<file path="config.mk">
export PLATFORM = sky130hd
export DESIGN_NAME = dpm_port
export DESIGN_NICKNAME = d
export VERILOG_FILES = /design/src/logic/dpm_pkg.sv /design/src/logic/dpm_port.sv
export VERILOG_INCLUDE_DIRS = /design/src /design/src/logic
export SDC_FILE = /design/constraint.sdc
export NUM_CORES = 1
export LEC_CHECK = 0
export BUFFER_PORTS_ARGS = -buffer_cell sky130_fd_sc_hd__buf_2
export CAP_MARGIN = 20
export CORE_MARGIN = 2
export CORE_UTILIZATION = 35
export CTS_CLUSTER_DIAMETER = 50
export DETAILED_ROUTE_END_ITERATION = 8
export PLACE_DENSITY = 0.71
export SKIP_CTS_REPAIR_TIMING = 1
export SYNTH_ARGS = -nofsm -noshare
export SYNTH_HDL_FRONTEND = slang
export SYNTH_SLANG_ARGS = --single-unit
</file>
<file path="constraint.sdc">
create_clock -name CLK_IN -period 1.5 [get_ports CLK_IN]
set_input_delay 0.3 -clock CLK_IN [delete_from_list [all_inputs] [get_ports CLK_IN]]
set_output_delay 0.3 -clock CLK_IN [all_outputs]
set_load 0.05 [all_outputs]
</file>
<file path="src/logic/dpm_defines.svh">
// Functional notes
// Reset holds every pad as high-impedance input
// Pull-up separate from function, enabled after reset
// GPIO role: input or output, pull-up optional
// Owning peripheral overrides GPIO direction
// Sleep freezes pad direction and output level
// Enabled input pads raise wake event in sleep
// Analogue use needs input with pull-up off; code forces input only, pull-up follows PULLUP_EN_IN
// Pin 9: GPIO, capture, crystal, UART B, clock
// Pin 10: GPIO, timer0 PWM, crystal output
// Pin 11: GPIO, PWM one, UART B transmit
// Pin 12: GPIO, PWM_CHANNEL_TWO, CTS, TCK, antenna, SPI
// Pin 13: GPIO, PWM_CHANNEL_THREE, RTS, TMS, antenna, SPI
// Pin 14: GPIO, two-wire, UART, TDO, SPI selects
// Pin 15: GPIO, two-wire, UART, TDI, SPI
// Pin 16: GPIO, comparator plus, two-wire, SPI
// Pin 17: GPIO, comparator minus, two-wire, SPI
// SPI master on 18, 19 and output-only pins
// Fixed priority resolves pad conflicts
`ifndef DPM_DEFINES_SVH
`define DPM_DEFINES_SVH

`define DPM_PIN_W 20
`define DPM_OUT_ONLY_W 2
`define DPM_PAD_OE_RESET 20'h00000
`define DPM_PAD_OUT_RESET 20'h00000
`define DPM_PULLUP_RESET 20'hfffff
`define DPM_OUT_ONLY_RESET 2'h0
`define DPM_IDLE_HIGH 1'h1
`define DPM_IDLE_LOW 1'h0

`endif

</file>
<file path="src/logic/dpm_pkg.sv">
package dpm_pkg;

   // Software enables of each peripheral function
   typedef struct packed {
      logic timer0_capture;
      logic timer0_pwm;
      logic slow_crystal;
      logic slow_clock_ext;
      logic uart_a;
      logic uart_a_flow;
      logic uart_b;
      logic uart_b_alt;
      logic pwm_one;
      logic pwm_two;
      logic pwm_two_alt;
      logic pwm_three;
      logic pwm_three_alt;
      logic jtag;
      logic antenna;
      logic spi_slave;
      logic spi_slave_alt;
      logic spi_master;
      logic spi_master_sel1;
      logic spi_master_sel2;
      logic two_wire;
      logic two_wire_alt;
      logic comparator;
   } dpm_periph_en_t;

   // Levels that peripherals drive towards the pads
   typedef struct packed {
      logic timer0_pwm_out;
      logic pwm_channel_one;
      logic pwm_channel_two;
      logic pwm_channel_three;
      logic uart_a_transmit;
      logic uart_a_request_to_send;
      logic uart_b_transmit;
      logic jtag_tdo;
      logic antenna_select_odd;
      logic antenna_select_even;
      logic spi_slave_data_out;
      logic spi_master_select_0;
      logic spi_master_select_1;
      logic spi_master_select_2;
      logic spi_master_data_out;
      logic spi_master_clock_out;
      logic two_wire_clock_low;
      logic two_wire_data_low;
   } dpm_periph_drive_t;

   // Pad levels handed to peripherals
   typedef struct packed {
      logic timer0_capture_in;
      logic slow_crystal_in;
      logic slow_clock_in;
      logic uart_a_receive;
      logic uart_a_clear_to_send;
      logic uart_b_receive;
      logic jtag_tck;
      logic jtag_tms;
      logic jtag_tdi;
      logic spi_slave_data_in;
      logic spi_slave_select_in;
      logic spi_slave_clock_in;
      logic spi_master_data_in;
      logic two_wire_clock;
      logic two_wire_data;
   } dpm_periph_sense_t;

endpackage

</file>
<file path="src/logic/dpm_port.sv">
`timescale 1ns/1ps
`include "dpm_defines.svh"

module dpm_port (
   input wire logic CLK_IN,
   input wire logic RESET_N_IN,
   input wire logic [`DPM_PIN_W-1:0] PAD_IN,
   output logic [`DPM_PIN_W-1:0] PAD_OUT,
   output logic [`DPM_PIN_W-1:0] PAD_OE_OUT,
   output logic [`DPM_PIN_W-1:0] PULLUP_EN_OUT,
   input wire logic [`DPM_OUT_ONLY_W-1:0] OUT_ONLY_PIN_IN,
   output logic [`DPM_OUT_ONLY_W-1:0] OUT_ONLY_PIN_OUT,
   output logic [`DPM_OUT_ONLY_W-1:0] OUT_ONLY_OE_OUT,
   input wire logic [`DPM_PIN_W-1:0] GPIO_DIR_OUT_IN,
   input wire logic [`DPM_PIN_W-1:0] GPIO_DATA_IN,
   input wire logic [`DPM_PIN_W-1:0] PULLUP_EN_IN,
   output logic [`DPM_PIN_W-1:0] GPIO_READ_OUT,
   input wire logic SLEEP_IN,
   input wire logic [`DPM_PIN_W-1:0] WAKE_EN_IN,
   input wire logic [`DPM_PIN_W-1:0] WAKE_RISING_IN,
   output logic WAKE_EVENT_OUT,
   output logic [`DPM_PIN_W-1:0] WAKE_SOURCE_OUT,
   input wire dpm_pkg::dpm_periph_en_t PERIPH_EN_IN,
   input wire dpm_pkg::dpm_periph_drive_t PERIPH_DRIVE_IN,
   output dpm_pkg::dpm_periph_sense_t PERIPH_SENSE_OUT
);

   logic [`DPM_PIN_W-1:0] own;
   logic [`DPM_PIN_W-1:0] mux_oe;
   logic [`DPM_PIN_W-1:0] mux_out;
   logic [`DPM_PIN_W-1:0] pad_oe_next;
   logic [`DPM_PIN_W-1:0] pad_out_next;
   logic [`DPM_OUT_ONLY_W-1:0] oo_oe_next;
   logic [`DPM_OUT_ONLY_W-1:0] oo_out_next;
   logic [`DPM_PIN_W-1:0] pad_prev_reg;
   logic prev_valid_reg;
   logic [`DPM_PIN_W-1:0] wake_hit;
   dpm_pkg::dpm_periph_sense_t sense_next;
   dpm_pkg::dpm_periph_en_t en;
   dpm_pkg::dpm_periph_drive_t drv;

   assign en = PERIPH_EN_IN;
   assign drv = PERIPH_DRIVE_IN;

   // Pad claims, highest priority first in each chain
   always_comb begin
      own = '0;
      mux_oe = '0;
      mux_out = '0;
      // Pin 9 is input only in every alternate role
      if (en.slow_clock_ext || en.slow_crystal || (en.uart_b &&
            !en.uart_b_alt) || en.timer0_capture) begin
         own[9] = 1'h1;
      end
      // Crystal pins are analogue, so neither is driven digitally
      if (en.slow_crystal) begin
         own[10] = 1'h1;
      end else if (en.timer0_pwm) begin
         own[10] = 1'h1;
         mux_oe[10] = 1'h1;
         mux_out[10] = drv.timer0_pwm_out;
      end
      if (en.uart_b && !en.uart_b_alt) begin
         own[11] = 1'h1;
         mux_oe[11] = 1'h1;
         mux_out[11] = drv.uart_b_transmit;
      end else if (en.pwm_one) begin
         own[11] = 1'h1;
         mux_oe[11] = 1'h1;
         mux_out[11] = drv.pwm_channel_one;
      end
      if (en.jtag || (en.spi_slave && !en.spi_slave_alt) ||
            en.uart_a_flow) begin
         own[12] = 1'h1;
      end else if (en.antenna) begin
         own[12] = 1'h1;
         mux_oe[12] = 1'h1;
         mux_out[12] = drv.antenna_select_odd;
      end else if (en.pwm_two && !en.pwm_two_alt) begin
         own[12] = 1'h1;
         mux_oe[12] = 1'h1;
         mux_out[12] = drv.pwm_channel_two;
      end
      if (en.jtag) begin
         own[13] = 1'h1;
      end else if (en.spi_slave && !en.spi_slave_alt) begin
         own[13] = 1'h1;
         mux_oe[13] = 1'h1;
         mux_out[13] = drv.spi_slave_data_out;
      end else if (en.uart_a_flow) begin
         own[13] = 1'h1;
         mux_oe[13] = 1'h1;
         mux_out[13] = drv.uart_a_request_to_send;
      end else if (en.antenna) begin
         own[13] = 1'h1;
         mux_oe[13] = 1'h1;
         mux_out[13] = drv.antenna_select_even;
      end else if (en.pwm_three && !en.pwm_three_alt) begin
         own[13] = 1'h1;
         mux_oe[13] = 1'h1;
         mux_out[13] = drv.pwm_channel_three;
      end
      own[14] = 1'h1;
      mux_oe[14] = 1'h1;
      if (en.jtag) begin
         mux_out[14] = drv.jtag_tdo;
      end else if (en.spi_slave) begin
         mux_oe[14] = 1'h0;
      end else if (en.spi_master && en.spi_master_sel1) begin
         mux_out[14] = drv.spi_master_select_1;
      end else if (en.two_wire && !en.two_wire_alt) begin
         // Open drain: only ever pulls low
         mux_oe[14] = drv.two_wire_clock_low;
      end else if (en.uart_a) begin
         mux_out[14] = drv.uart_a_transmit;
      end else if (en.uart_b && en.uart_b_alt) begin
         mux_out[14] = drv.uart_b_transmit;
      end else begin
         own[14] = 1'h0;
         mux_oe[14] = 1'h0;
      end
      own[15] = 1'h1;
      if (en.jtag || en.spi_slave) begin
         mux_oe[15] = 1'h0;
      end else if (en.spi_master && en.spi_master_sel2) begin
         mux_oe[15] = 1'h1;
         mux_out[15] = drv.spi_master_select_2;
      end else if (en.two_wire && !en.two_wire_alt) begin
         mux_oe[15] = drv.two_wire_data_low;
      end else if (!(en.uart_a || (en.uart_b && en.uart_b_alt))) begin
         own[15] = 1'h0;
      end
      // Comparator pads must float; pull-up is software's job
      if (en.comparator || (en.spi_slave && en.spi_slave_alt)) begin
         own[16] = 1'h1;
      end else if (en.two_wire && en.two_wire_alt) begin
         own[16] = 1'h1;
         mux_oe[16] = drv.two_wire_clock_low;
      end
      if (en.comparator) begin
         own[17] = 1'h1;
      end else if (en.spi_slave && en.spi_slave_alt) begin
         own[17] = 1'h1;
         mux_oe[17] = 1'h1;
         mux_out[17] = drv.spi_slave_data_out;
      end else if (en.two_wire && en.two_wire_alt) begin
         own[17] = 1'h1;
         mux_oe[17] = drv.two_wire_data_low;
      end
      if (en.spi_master) begin
         own[18] = 1'h1;
         mux_oe[18] = 1'h1;
         mux_out[18] = drv.spi_master_data_out;
         own[19] = 1'h1;
         mux_oe[19] = 1'h1;
         mux_out[19] = drv.spi_master_select_0;
      end
   end

   // Output-only pins; unclaimed ones float
   always_comb begin
      oo_oe_next = `DPM_OUT_ONLY_RESET;
      oo_out_next = `DPM_OUT_ONLY_RESET;
      if (en.spi_master) begin
         oo_oe_next[0] = 1'h1;
         oo_out_next[0] = drv.spi_master_clock_out;
      end else if (en.pwm_two && en.pwm_two_alt) begin
         oo_oe_next[0] = 1'h1;
         oo_out_next[0] = drv.pwm_channel_two;
      end
      // Data-in on this pin is received, so it must not drive
      if (!en.spi_master && en.pwm_three && en.pwm_three_alt) begin
         oo_oe_next[1] = 1'h1;
         oo_out_next[1] = drv.pwm_channel_three;
      end
   end

   // Peripheral claim beats the GPIO direction
   assign pad_oe_next = (own & mux_oe) |
      (~own & GPIO_DIR_OUT_IN);
   assign pad_out_next = (own & mux_out) |
      (~own & GPIO_DATA_IN);

   // Sleep leaves the registers untouched, freezing the pads
   always_ff @(posedge CLK_IN or negedge RESET_N_IN) begin
      if (!RESET_N_IN) begin
         PAD_OE_OUT <= `DPM_PAD_OE_RESET;
         PAD_OUT <= `DPM_PAD_OUT_RESET;
         OUT_ONLY_OE_OUT <= `DPM_OUT_ONLY_RESET;
         OUT_ONLY_PIN_OUT <= `DPM_OUT_ONLY_RESET;
      end else if (!SLEEP_IN) begin
         PAD_OE_OUT <= pad_oe_next;
         PAD_OUT <= pad_out_next;
         OUT_ONLY_OE_OUT <= oo_oe_next;
         OUT_ONLY_PIN_OUT <= oo_out_next;
      end
   end

   // Not frozen in sleep; software must keep it steady
   always_ff @(posedge CLK_IN or negedge RESET_N_IN) begin
      if (!RESET_N_IN) begin
         PULLUP_EN_OUT <= `DPM_PULLUP_RESET;
      end else begin
         PULLUP_EN_OUT <= PULLUP_EN_IN;
      end
   end

   // Input routing; unclaimed peripherals see idle levels
   always_comb begin
      sense_next = '0;
      sense_next.uart_a_receive = `DPM_IDLE_HIGH;
      sense_next.uart_b_receive = `DPM_IDLE_HIGH;
      sense_next.spi_slave_select_in = `DPM_IDLE_HIGH;
      sense_next.two_wire_clock = `DPM_IDLE_HIGH;
      sense_next.two_wire_data = `DPM_IDLE_HIGH;
      sense_next.uart_a_clear_to_send = `DPM_IDLE_LOW;
      if (en.slow_clock_ext) begin
         sense_next.slow_clock_in = PAD_IN[9];
      end else if (en.slow_crystal) begin
         sense_next.slow_crystal_in = PAD_IN[9];
      end else if (en.uart_b && !en.uart_b_alt) begin
         sense_next.uart_b_receive = PAD_IN[9];
      end else if (en.timer0_capture) begin
         sense_next.timer0_capture_in = PAD_IN[9];
      end
      if (en.jtag) begin
         sense_next.jtag_tck = PAD_IN[12];
         sense_next.jtag_tms = PAD_IN[13];
         sense_next.jtag_tdi = PAD_IN[15];
      end else if (en.spi_slave && !en.spi_slave_alt) begin
         sense_next.spi_slave_data_in = PAD_IN[12];
      end else if (en.uart_a_flow) begin
         sense_next.uart_a_clear_to_send = PAD_IN[12];
      end
      if (!en.jtag && en.spi_slave) begin
         sense_next.spi_slave_select_in = PAD_IN[14];
         sense_next.spi_slave_clock_in = PAD_IN[15];
      end else if (!en.jtag && !(en.spi_master && en.spi_master_sel2)
            && en.two_wire && !en.two_wire_alt) begin
         sense_next.two_wire_data = PAD_IN[15];
      end else if (!en.jtag && !(en.spi_master && en.spi_master_sel2)
            && en.uart_a) begin
         sense_next.uart_a_receive = PAD_IN[15];
      end else if (!en.jtag && !(en.spi_master && en.spi_master_sel2)
            && en.uart_b && en.uart_b_alt) begin
         sense_next.uart_b_receive = PAD_IN[15];
      end
      if (!en.jtag && !en.spi_slave && !(en.spi_master &&
            en.spi_master_sel1) && en.two_wire && !en.two_wire_alt) begin
         sense_next.two_wire_clock = PAD_IN[14];
      end
      if (!en.comparator && en.spi_slave && en.spi_slave_alt) begin
         sense_next.spi_slave_data_in = PAD_IN[16];
      end else if (!en.comparator && en.two_wire && en.two_wire_alt) begin
         sense_next.two_wire_clock = PAD_IN[16];
         sense_next.two_wire_data = PAD_IN[17];
      end
      if (en.spi_master) begin
         sense_next.spi_master_data_in = OUT_ONLY_PIN_IN[1];
      end
   end

   // Peripherals stay off while reset is held
   always_ff @(posedge CLK_IN or negedge RESET_N_IN) begin
      if (!RESET_N_IN) begin
         PERIPH_SENSE_OUT <= '0;
      end else begin
         PERIPH_SENSE_OUT <= sense_next;
      end
   end

   always_ff @(posedge CLK_IN or negedge RESET_N_IN) begin
      if (!RESET_N_IN) begin
         GPIO_READ_OUT <= '0;
         pad_prev_reg <= '0;
         prev_valid_reg <= 1'h0;
      end else begin
         GPIO_READ_OUT <= PAD_IN;
         pad_prev_reg <= PAD_IN;
         // No edge until one real pad sample is held
         prev_valid_reg <= 1'h1;
      end
   end

   // Edge on an enabled input pad; polarity per pin
   // Reset clears prev_valid_reg, so the first sample is not an edge
   assign wake_hit = {`DPM_PIN_W{prev_valid_reg}} & WAKE_EN_IN & ~PAD_OE_OUT &
      ((WAKE_RISING_IN & PAD_IN & ~pad_prev_reg) |
       (~WAKE_RISING_IN & ~PAD_IN & pad_prev_reg));

   always_ff @(posedge CLK_IN or negedge RESET_N_IN) begin
      if (!RESET_N_IN) begin
         WAKE_EVENT_OUT <= 1'h0;
         WAKE_SOURCE_OUT <= '0;
      end else begin
         // One pulse per edge; a held level raises no more
         WAKE_EVENT_OUT <= SLEEP_IN && (|wake_hit);
         WAKE_SOURCE_OUT <= SLEEP_IN ? wake_hit : '0;
      end
   end

endmodule // dpm_port

</file>
* After elaboration in Yosys (flattened, before gate mapping)
Index checks and enable logic that the tools add are counted. Widths: inputs -> output; s select.
Operators by class: bitwise gates (word level) 19, muxes and demuxes 103, reductions and logical operators 49
Operators with widths (number):
- $and 20x20->20 | 11
- $not 20->20 | 5
- $mux 1 | 95
- $or 20x20->20 | 3
- $logic_and 1x1->1 | 29
- $mux 20 | 1
- $reduce_or 20->1 | 1
- $mux 2 | 6
- $logic_not 1->1 | 11
- $logic_or 1x1->1 | 8
- $mux 3 | 1
Storage, ports and cells: logic and storage cells 195, flip-flop bits (word level) 121

* Longest topological paths before layout
Gate-level depths: netlist of the first run.
depth in word-level cells 10, mapped depth 6, gate-level depth less buffers 5

* Worst setup path after synthesis of the first run
Ideal clock, no wire load.
path kind register to register, start point reg pad_prev_reg[3], end point reg WAKE_EVENT_OUT, buffers on the path 0, data required time 1435 ps, path slack -187 ps, stages on the path, launching flop included 6, arrival 1622 ps, clock period less this slack 1687 ps, setup time 65 ps, cell sequence dfrtp_1 or3b_2 a211oi_1 nor4_1 nand3_1 o21a_1
Between the ends: longest elaborated chain between the ends 6, elaborated cells between the ends (all ways) 7, those cells by class 5 x bitwise; 2 x reduce/logical
RTL lines:
- start: declaration | line dpm_port.sv:35 | logic [`DPM_PIN_W-1:0] pad_prev_reg;
- start signal: assignment | line dpm_port.sv:275 | pad_prev_reg <= '0;
- start signal: assignment | line dpm_port.sv:279 | pad_prev_reg <= PAD_IN;
- $not 20->20 | line dpm_port.sv:288 | ((WAKE_RISING_IN & PAD_IN & ~pad_prev_reg) |
- $and 20x20->20 | line dpm_port.sv:288
- $or 20x20->20 (*) | line dpm_port.sv:288
- $and 20x20->20 (*) | line dpm_port.sv:287 | assign wake_hit = {`DPM_PIN_W{prev_valid_reg}} & WAKE_EN_IN & ~PAD_OE_OUT &
- $reduce_or 20->1 (*) | line dpm_port.sv:297 | WAKE_EVENT_OUT <= SLEEP_IN && (|wake_hit);
- $logic_and 1x1->1 (*) | line dpm_port.sv:297
- end signal: assignment | line dpm_port.sv:297
- end: declaration | line dpm_port.sv:21 | output logic WAKE_EVENT_OUT,
Mark *: on every way between the ends. The rest lies on a longest branch, timed or not. A chain may end at the register's enable or synchronous reset.

* Final worst setup path of the first run
start point reg pad_prev_reg[14], end point reg WAKE_EVENT_OUT
Same word-level chain as after synthesis.

==> run_results.csv, run 1 <==
group,metric,value,unit
outcome,outcome,"finished with violations",
outcome,failed_checks,"negative setup slack",
power,power_density,1240,nW/um^2
logic_synthesis,yosysWarnings,0,
critical_path,path_cells,"or3b_2 -> a211oi_2 -> nor4_2 -> buf_4 -> nand2_1 -> o21a_1",
timing,setup_viol,1,
critical_path,critPathLaunch,"pad_prev_reg[14]$_DFF_PN0_",
logic_synthesis,ys_seq_area_share,61.9,%
critical_path,start_kind,"register",
logic_synthesis,synthFlopType,"dfrtp_1",
timing,rsz0062_at_grt,"true",
power,p_int,7280,uW
global_route,grt_max_degree,40,
floorplan,core,13800,um^2
place,place_area,7080,um^2
cts,clock_latency,0.41,ns
logic_synthesis,ys_types,52,
cts,clock_path_buffers,2,
finish,final_nets,927,
timing,worst_slack,-0.0657,ns
critical_path,cp_slowest_stage_delay,0.45,ns
logic_synthesis,syn_inst,407,
cts,cts-buffers-inserted,17,
cts,path_clk_slew,0.05,ns
place,gp_congestion,0.877,
logic_synthesis,synth_top_area_share,51.2,%
timing,finalCriticalPeriod,1.57,ns
detailed_routing,drt-initial-drc-count,199,
critical_path,cpMaxStageDelayCell,"or3b_2",
critical_path,crit_fanout,3,
critical_path,critPathArrivalTime,1.92,ns
critical_path,cp.required,1.85,ns
place,dp_hpwl,12.1,mm
floorplan,start_util,35.7,%
finish,regArea,3080,um^2
floorplan,die_area,15100,um^2
detailed_routing,route.detailed.drc,0,
timing,fin_crit_sh,104,%
finish,final_cell_mix,"buf_2 (265), dfrtp_1 (81), nand2_1 (53), buf_4 (41), and2_1 (25)",
power,swShare,26.9,%
min_path,min_from,"PAD_IN[7]",
floorplan,die_x,123,um
run,maxCapViolCount,0,
place,dpl.cell_count,901,
logic_synthesis,synth_seq_cells,121,
cts,tritoncts,"built",
power,vdd_drop_max,0.650,mV
timing,hold_viol,0,
floorplan,die_height,123,um
cts,htreeDepth,4,
power,comb_power_share,18.3,%
timing,fmax,639,MHz
floorplan,rows,43,
cts,root_buffer,"clkbuf_16",
power,clkPwrFrac,45.6,%
finish,final_common_cell,"buf_2",
finish,area_growth,63.0,%
logic_synthesis,syn_avg_cell_area,12.1,um^2
finish,nFillCells,1188,
detailed_routing,drt-pass1-iter-count,4,
finish,final_area,8050,um^2
power,p_sw,2670,uW
critical_path,worstReg2RegStart,"pad_prev_reg[14]$_DFF_PN0_",
logic_synthesis,synth_area_leaders,"dfrtp_1 (51%), dfstp_2 (11%), mux2_2 (4.6%)",
detailed_routing,ant_nets,0,
global_route,grt_pass1_wl,22.8,mm
global_route,grt_pass1_vias,4604,
timing,final_max_slew_viol_count,0,
critical_path,crit_type,"reg2reg",
logic_synthesis,synth_edf_count,0,
timing,whs,0.0346,ns
finish,final_cell_count_no_fill,955,
critical_path,end_kind,"register",
logic_synthesis,async_reset_ff_share,100,%
logic_synthesis,syn_nets,573,
global_route,track_usage,20.2,%
timing,clock_skew,0.0112,ns
place,portBuffers,284,
logic_synthesis,mappedNetlistArea,4940,um^2
finish,drive_gt1_share,61.2,%
min_path,min_path_type,"in2reg",
logic_synthesis,yosys.area.top_type,"dfrtp_1",
floorplan,pin_count,286,
global_route,antenna_found_initial,1,
detailed_routing,viasPerCell,4.79,
global_route,overflow,0,
power,p_leak,0.00394,uW
detailed_routing,dr_total_vias,4570,
detailed_routing,drt_wl_total,15.8,mm
detailed_routing,wire_per_inst,16.5,um
finish,multi_input_area,1980,um^2
power,power_frac_seq,36.1,%
cts,cts_sinks,121,
## worst paths after layout
check / end / slack, ns / depth (start not counted)
setup / recovery: WAKE_EVENT_OUT$_DFF_PN0_ / -0.07 / 6
hold / removal: pad_prev_reg[7]$_DFF_PN0_ / 0.03 / 1
setup reg to reg: WAKE_EVENT_OUT$_DFF_PN0_ / -0.07 / 6
hold reg to reg: PAD_OUT[11]$_DFFE_PN0N_ / 0.48 / 2
max in group asynchronous: PULLUP_EN_OUT[14]$_DFF_PN1_ / 0.57 / 3
min in group asynchronous: PAD_OE_OUT[6]$_DFFE_PN0N_ / 0.35 / 2
## worst max-delay path: cells and delay by family (launching register included)
| kind | cells | cell delay [ns] |
|---|---|---|
| AND/OR/NAND/NOR | 3 | 0.61 |
| AO/OA/AOI/OAI | 2 | 0.40 |
| buffers and inverters | 1 | 0.14 |
| flip-flops | 1 | 0.36 |
## area by class of cell
class                   instances  share of cell area (%)
repair buffers                349                    25.9
diodes                          1                  0.0311
well taps                     180                    2.80
clock inverters                 7                    1.99
clock buffers                  25                    6.28
multi-input cells             269                    24.6
flip-flops and latches        121                    38.2
inverters                       3                   0.140
## synthesized netlist by cell type, drive strengths merged (4+ instances only)
master	number
clkbuf	13
a21oi	6
nand2	54
and2	25
dfrtp	101
nand3b	21
nor2	16
o31ai	10
nand2b	4
nor2b	4
or3b	22
dfstp	20
o21ai	11
mux2i	6
nor4	6
mux2	20
a211oi	21
nand3	8
## metal layers
| layer | vias up | wire length [um] | track usage (%) |
|---|---|---|---|
| met5 | - | 0 | 0 |
| met4 | 0 | 178 | 5.60 |
| met3 | 11 | 1150 | 6.92 |
| met2 | 181 | 8180 | 35.7 |
| met1 | 2206 | 6250 | 23.1 |
| li1 | 2172 | - | - |
## metrics by stage
step	utilization, %	power, uW	setup WS (ns)	TNS [ns]
5_1_grt	58.2	10400	-0.108	-0.108
3_3_place_gp	51.2	5370	-0.258	-0.258
3_5_place_dp	51.2	5410	-0.217	-0.274
2_1_floorplan	-	4660	0.00167	0
4_1_cts	56.0	9990	-0.231	-0.248
6_report	58.2	9950	-0.0657	-0.0657
## cell families (layout without fill, tap and decap cells)
| group | Yosys count | count (layout) | synth area share (%) |
|---|---|---|---|
| multiplexers | 26 | 26 | 5.78 |
| other | 1 | 2 | 0.0760 |
| buffers and inverters | 17 | 384 | 1.72 |
| flip-flops | 121 | 121 | 61.9 |
| AO/OA/AOI/OAI | 68 | 68 | 9.99 |
| AND/OR/NAND/NOR | 174 | 174 | 20.6 |
## power by group through the flow
stage               registers (uW)  logic [uW]  clock network (uW)
floorplan                     4310         350                   0
global placement              3630        1740                   0
detailed placement            3640        1760                   0
CTS                           3590        1770                4630
global route                  3620        1930                4820
finish                        3600        1820                4540
Power figures use the tool's default switching activity.
==> run 2, diff against run 1 <==
--- a/config.mk
+++ b/config.mk
@@ -8,12 +8,12 @@
 export LEC_CHECK = 0
 export BUFFER_PORTS_ARGS = -buffer_cell sky130_fd_sc_hd__buf_2
 export CAP_MARGIN = 20
-export CORE_MARGIN = 2
 export CORE_UTILIZATION = 35
 export CTS_CLUSTER_DIAMETER = 50
 export DETAILED_ROUTE_END_ITERATION = 8
 export PLACE_DENSITY = 0.71
 export SKIP_CTS_REPAIR_TIMING = 1
+export SKIP_LAST_GASP = 1
 export SYNTH_ARGS = -nofsm -noshare
 export SYNTH_HDL_FRONTEND = slang
 export SYNTH_SLANG_ARGS = --single-unit
==> run 2 against run 1 <==
The flow still finishes with violations (negative setup slack); final area about the same; wire length increased by 1.7%; via count increased by 2.6%; register-to-register slack got worse by 0.04 ns; global-route usage increased by 1.4 points; first-iteration DRC count decreased by 26%; worst hold slack got worse by 0.016 ns; fmax decreased by 2.2%; critical path type unchanged; largest cell class unchanged; highest routed layer unchanged.
==> run_results.csv, run 2 (same netlist as run 1, synthesis figures left out) <==
group,metric,value,unit
timing,final_max_slew_viol_count,0,
run,maxCapViolCount,0,
global_route,grt_pass1_wl,23.9,mm
cts,htreeDepth,4,
critical_path,path_cells,"buf_12 -> buf_6 -> nand2_4 -> a211oi_4 -> nor4_2 -> buf_4 -> nand3_2 -> o21a_1",
floorplan,die_height,121,um
critical_path,critPathArrivalTime,1.89,ns
critical_path,r2r_slack,-0.10,ns
detailed_routing,drt_wl_total,16.0,mm
cts,path_clk_slew,0.06,ns
floorplan,rows,43,
critical_path,crit_fanout,7,
cts,root_buffer,"clkbuf_16",
place,place_area,7110,um^2
detailed_routing,route.detailed.drc,0,
critical_path,reg2reg_depth,8,
outcome,outcome,"finished with violations",
place,gp_congestion,0.852,
detailed_routing,drt-pass1-iter-count,7,
min_path,hold_depth,1,
power,vdd_drop_max,0.639,mV
floorplan,pin_count,286,
cts,cts_sinks,121,
min_path,min_from,"PAD_IN[19]",
detailed_routing,drt-initial-drc-count,148,
critical_path,cp_slowest_stage_delay,0.43,ns
finish,final_area,8040,um^2
place,portBuffers,284,
critical_path,crit_type,"reg2reg",
cts,tritoncts,"built",
place,place_ws,-0.230,ns
cts,clock_path_buffers,2,
timing,finalCriticalPeriod,1.60,ns
critical_path,start_kind,"register",
finish,final_common_cell,"buf_2",
detailed_routing,wire_per_inst,16.6,um
timing,hold_viol,0,
critical_path,end_kind,"register",
cts,cts-buffers-inserted,17,
finish,antennaDiodeCount,0,
cts,clock_latency,0.41,ns
timing,rsz0062_at_grt,"true",
min_path,min_path_type,"in2reg",
power,power_density,1150,nW/um^2
power,p_leak,0.00394,uW
floorplan,die_x,121,um
critical_path,worstReg2RegStart,"prev_valid_reg$_DFF_PN0_",
finish,final_cell_count_no_fill,963,
floorplan,die_area,14600,um^2
timing,clock_skew,0.0117,ns
critical_path,path_buf_inv,3,
critical_path,cpMaxStageDelayCell,"dfrtp_2",
finish,drive_gt1_share,62.2,%
floorplan,core,13800,um^2
detailed_routing,ant_nets,0,
min_path,worstHoldEndpoint,"pad_prev_reg[19]$_DFF_PN0_",
place,dpl.cell_count,908,
detailed_routing,dr_total_vias,4689,
outcome,failed_checks,"negative setup slack",
timing,worst_slack,-0.101,ns
global_route,antenna_found_initial,0,
timing,fin_crit_sh,107,%
power,total_power,9210,uW
global_route,track_usage,21.6,%
timing,fmax,625,MHz
place,dp_hpwl,12.1,mm
timing,fin_tns_setup,-0.101,ns
finish,area_growth,62.9,%
timing,setup_viol,1,
critical_path,cp.required,1.79,ns
global_route,grt_pass1_vias,4811,
finish,final_nets,936,
floorplan,start_util,35.7,%
critical_path,r2r-end,"WAKE_EVENT_OUT$_DFF_PN0_",
global_route,overflow,0,
critical_path,crit_family,"buffers and inverters",
finish,final_cell_mix,"buf_2 (268), dfrtp_1 (80), nand2_1 (50), buf_4 (47), and2_1 (25)",
detailed_routing,viasPerCell,4.87,
global_route,grt_max_degree,44,
[run 2: cell count changes in the layout (fill, tap and decap cells not counted), moves of 3 or more]
| cell | delta |
|---|---|
| buf_4 | +6 |
| bufinv_16 | -4 |
| clkbuf_8 | -4 |
| clkinv_2 | +4 |
| buf_2 | +3 |
| nand2_1 | -3 |
[run 2: how the worst max path moves through the flow]
stage | start | end | slack [ns] | cells after the start
2_1_floorplan | pad_prev_reg[14]$_DFF_PN0_ | WAKE_EVENT_OUT$_DFF_PN0_ | 0.002 | 5
6_report | prev_valid_reg$_DFF_PN0_ | WAKE_EVENT_OUT$_DFF_PN0_ | -0.10 | 8
4_1_cts | prev_valid_reg$_DFF_PN0_ | WAKE_EVENT_OUT$_DFF_PN0_ | -0.24 | 7
3_3_place_gp | prev_valid_reg$_DFF_PN0_ | WAKE_EVENT_OUT$_DFF_PN0_ | -0.19 | 8
3_5_place_dp | prev_valid_reg$_DFF_PN0_ | WAKE_EVENT_OUT$_DFF_PN0_ | -0.23 | 8
5_1_grt | prev_valid_reg$_DFF_PN0_ | WAKE_EVENT_OUT$_DFF_PN0_ | -0.16 | 7
[run 2: layout make-up]
class	count	area, um^2
flip-flops and latches	121	3080
fillers	1186	5790
well taps	180	225
repair buffers	358	2160
multi-input cells	269	2020
clock buffers	20	447
inverters	3	11.3
clock inverters	12	101
[run 2: where the power goes]
group | leakage (uW) | internal [uW] | switching (uW)
Combinational | 0.00223 | 654 | 1200
Clock | 0.000270 | 2310 | 1450
Sequential | 0.00144 | 3480 | 126
Total | 0.00394 | 6440 | 2770
[run 2: per-stage QoR]
stage | util, % | hold slack, ns
after floorplan | - | 0.00441
after global placement | 51.5 | 0.239
after detailed placement | 51.5 | 0.237
after CTS | 55.4 | -0.199
after global routing | 58.2 | 0.0114
final | 58.2 | 0.0190
[run 2: per-layer routing]
layer	share of wire, %	vias up	global-route usage [%]
met5	0	-	0
met4	1.8	0	8.26
met3	6.7	25	6.04
met2	53	186	38.2
met1	39	2299	24.6
li1	-	2179	-
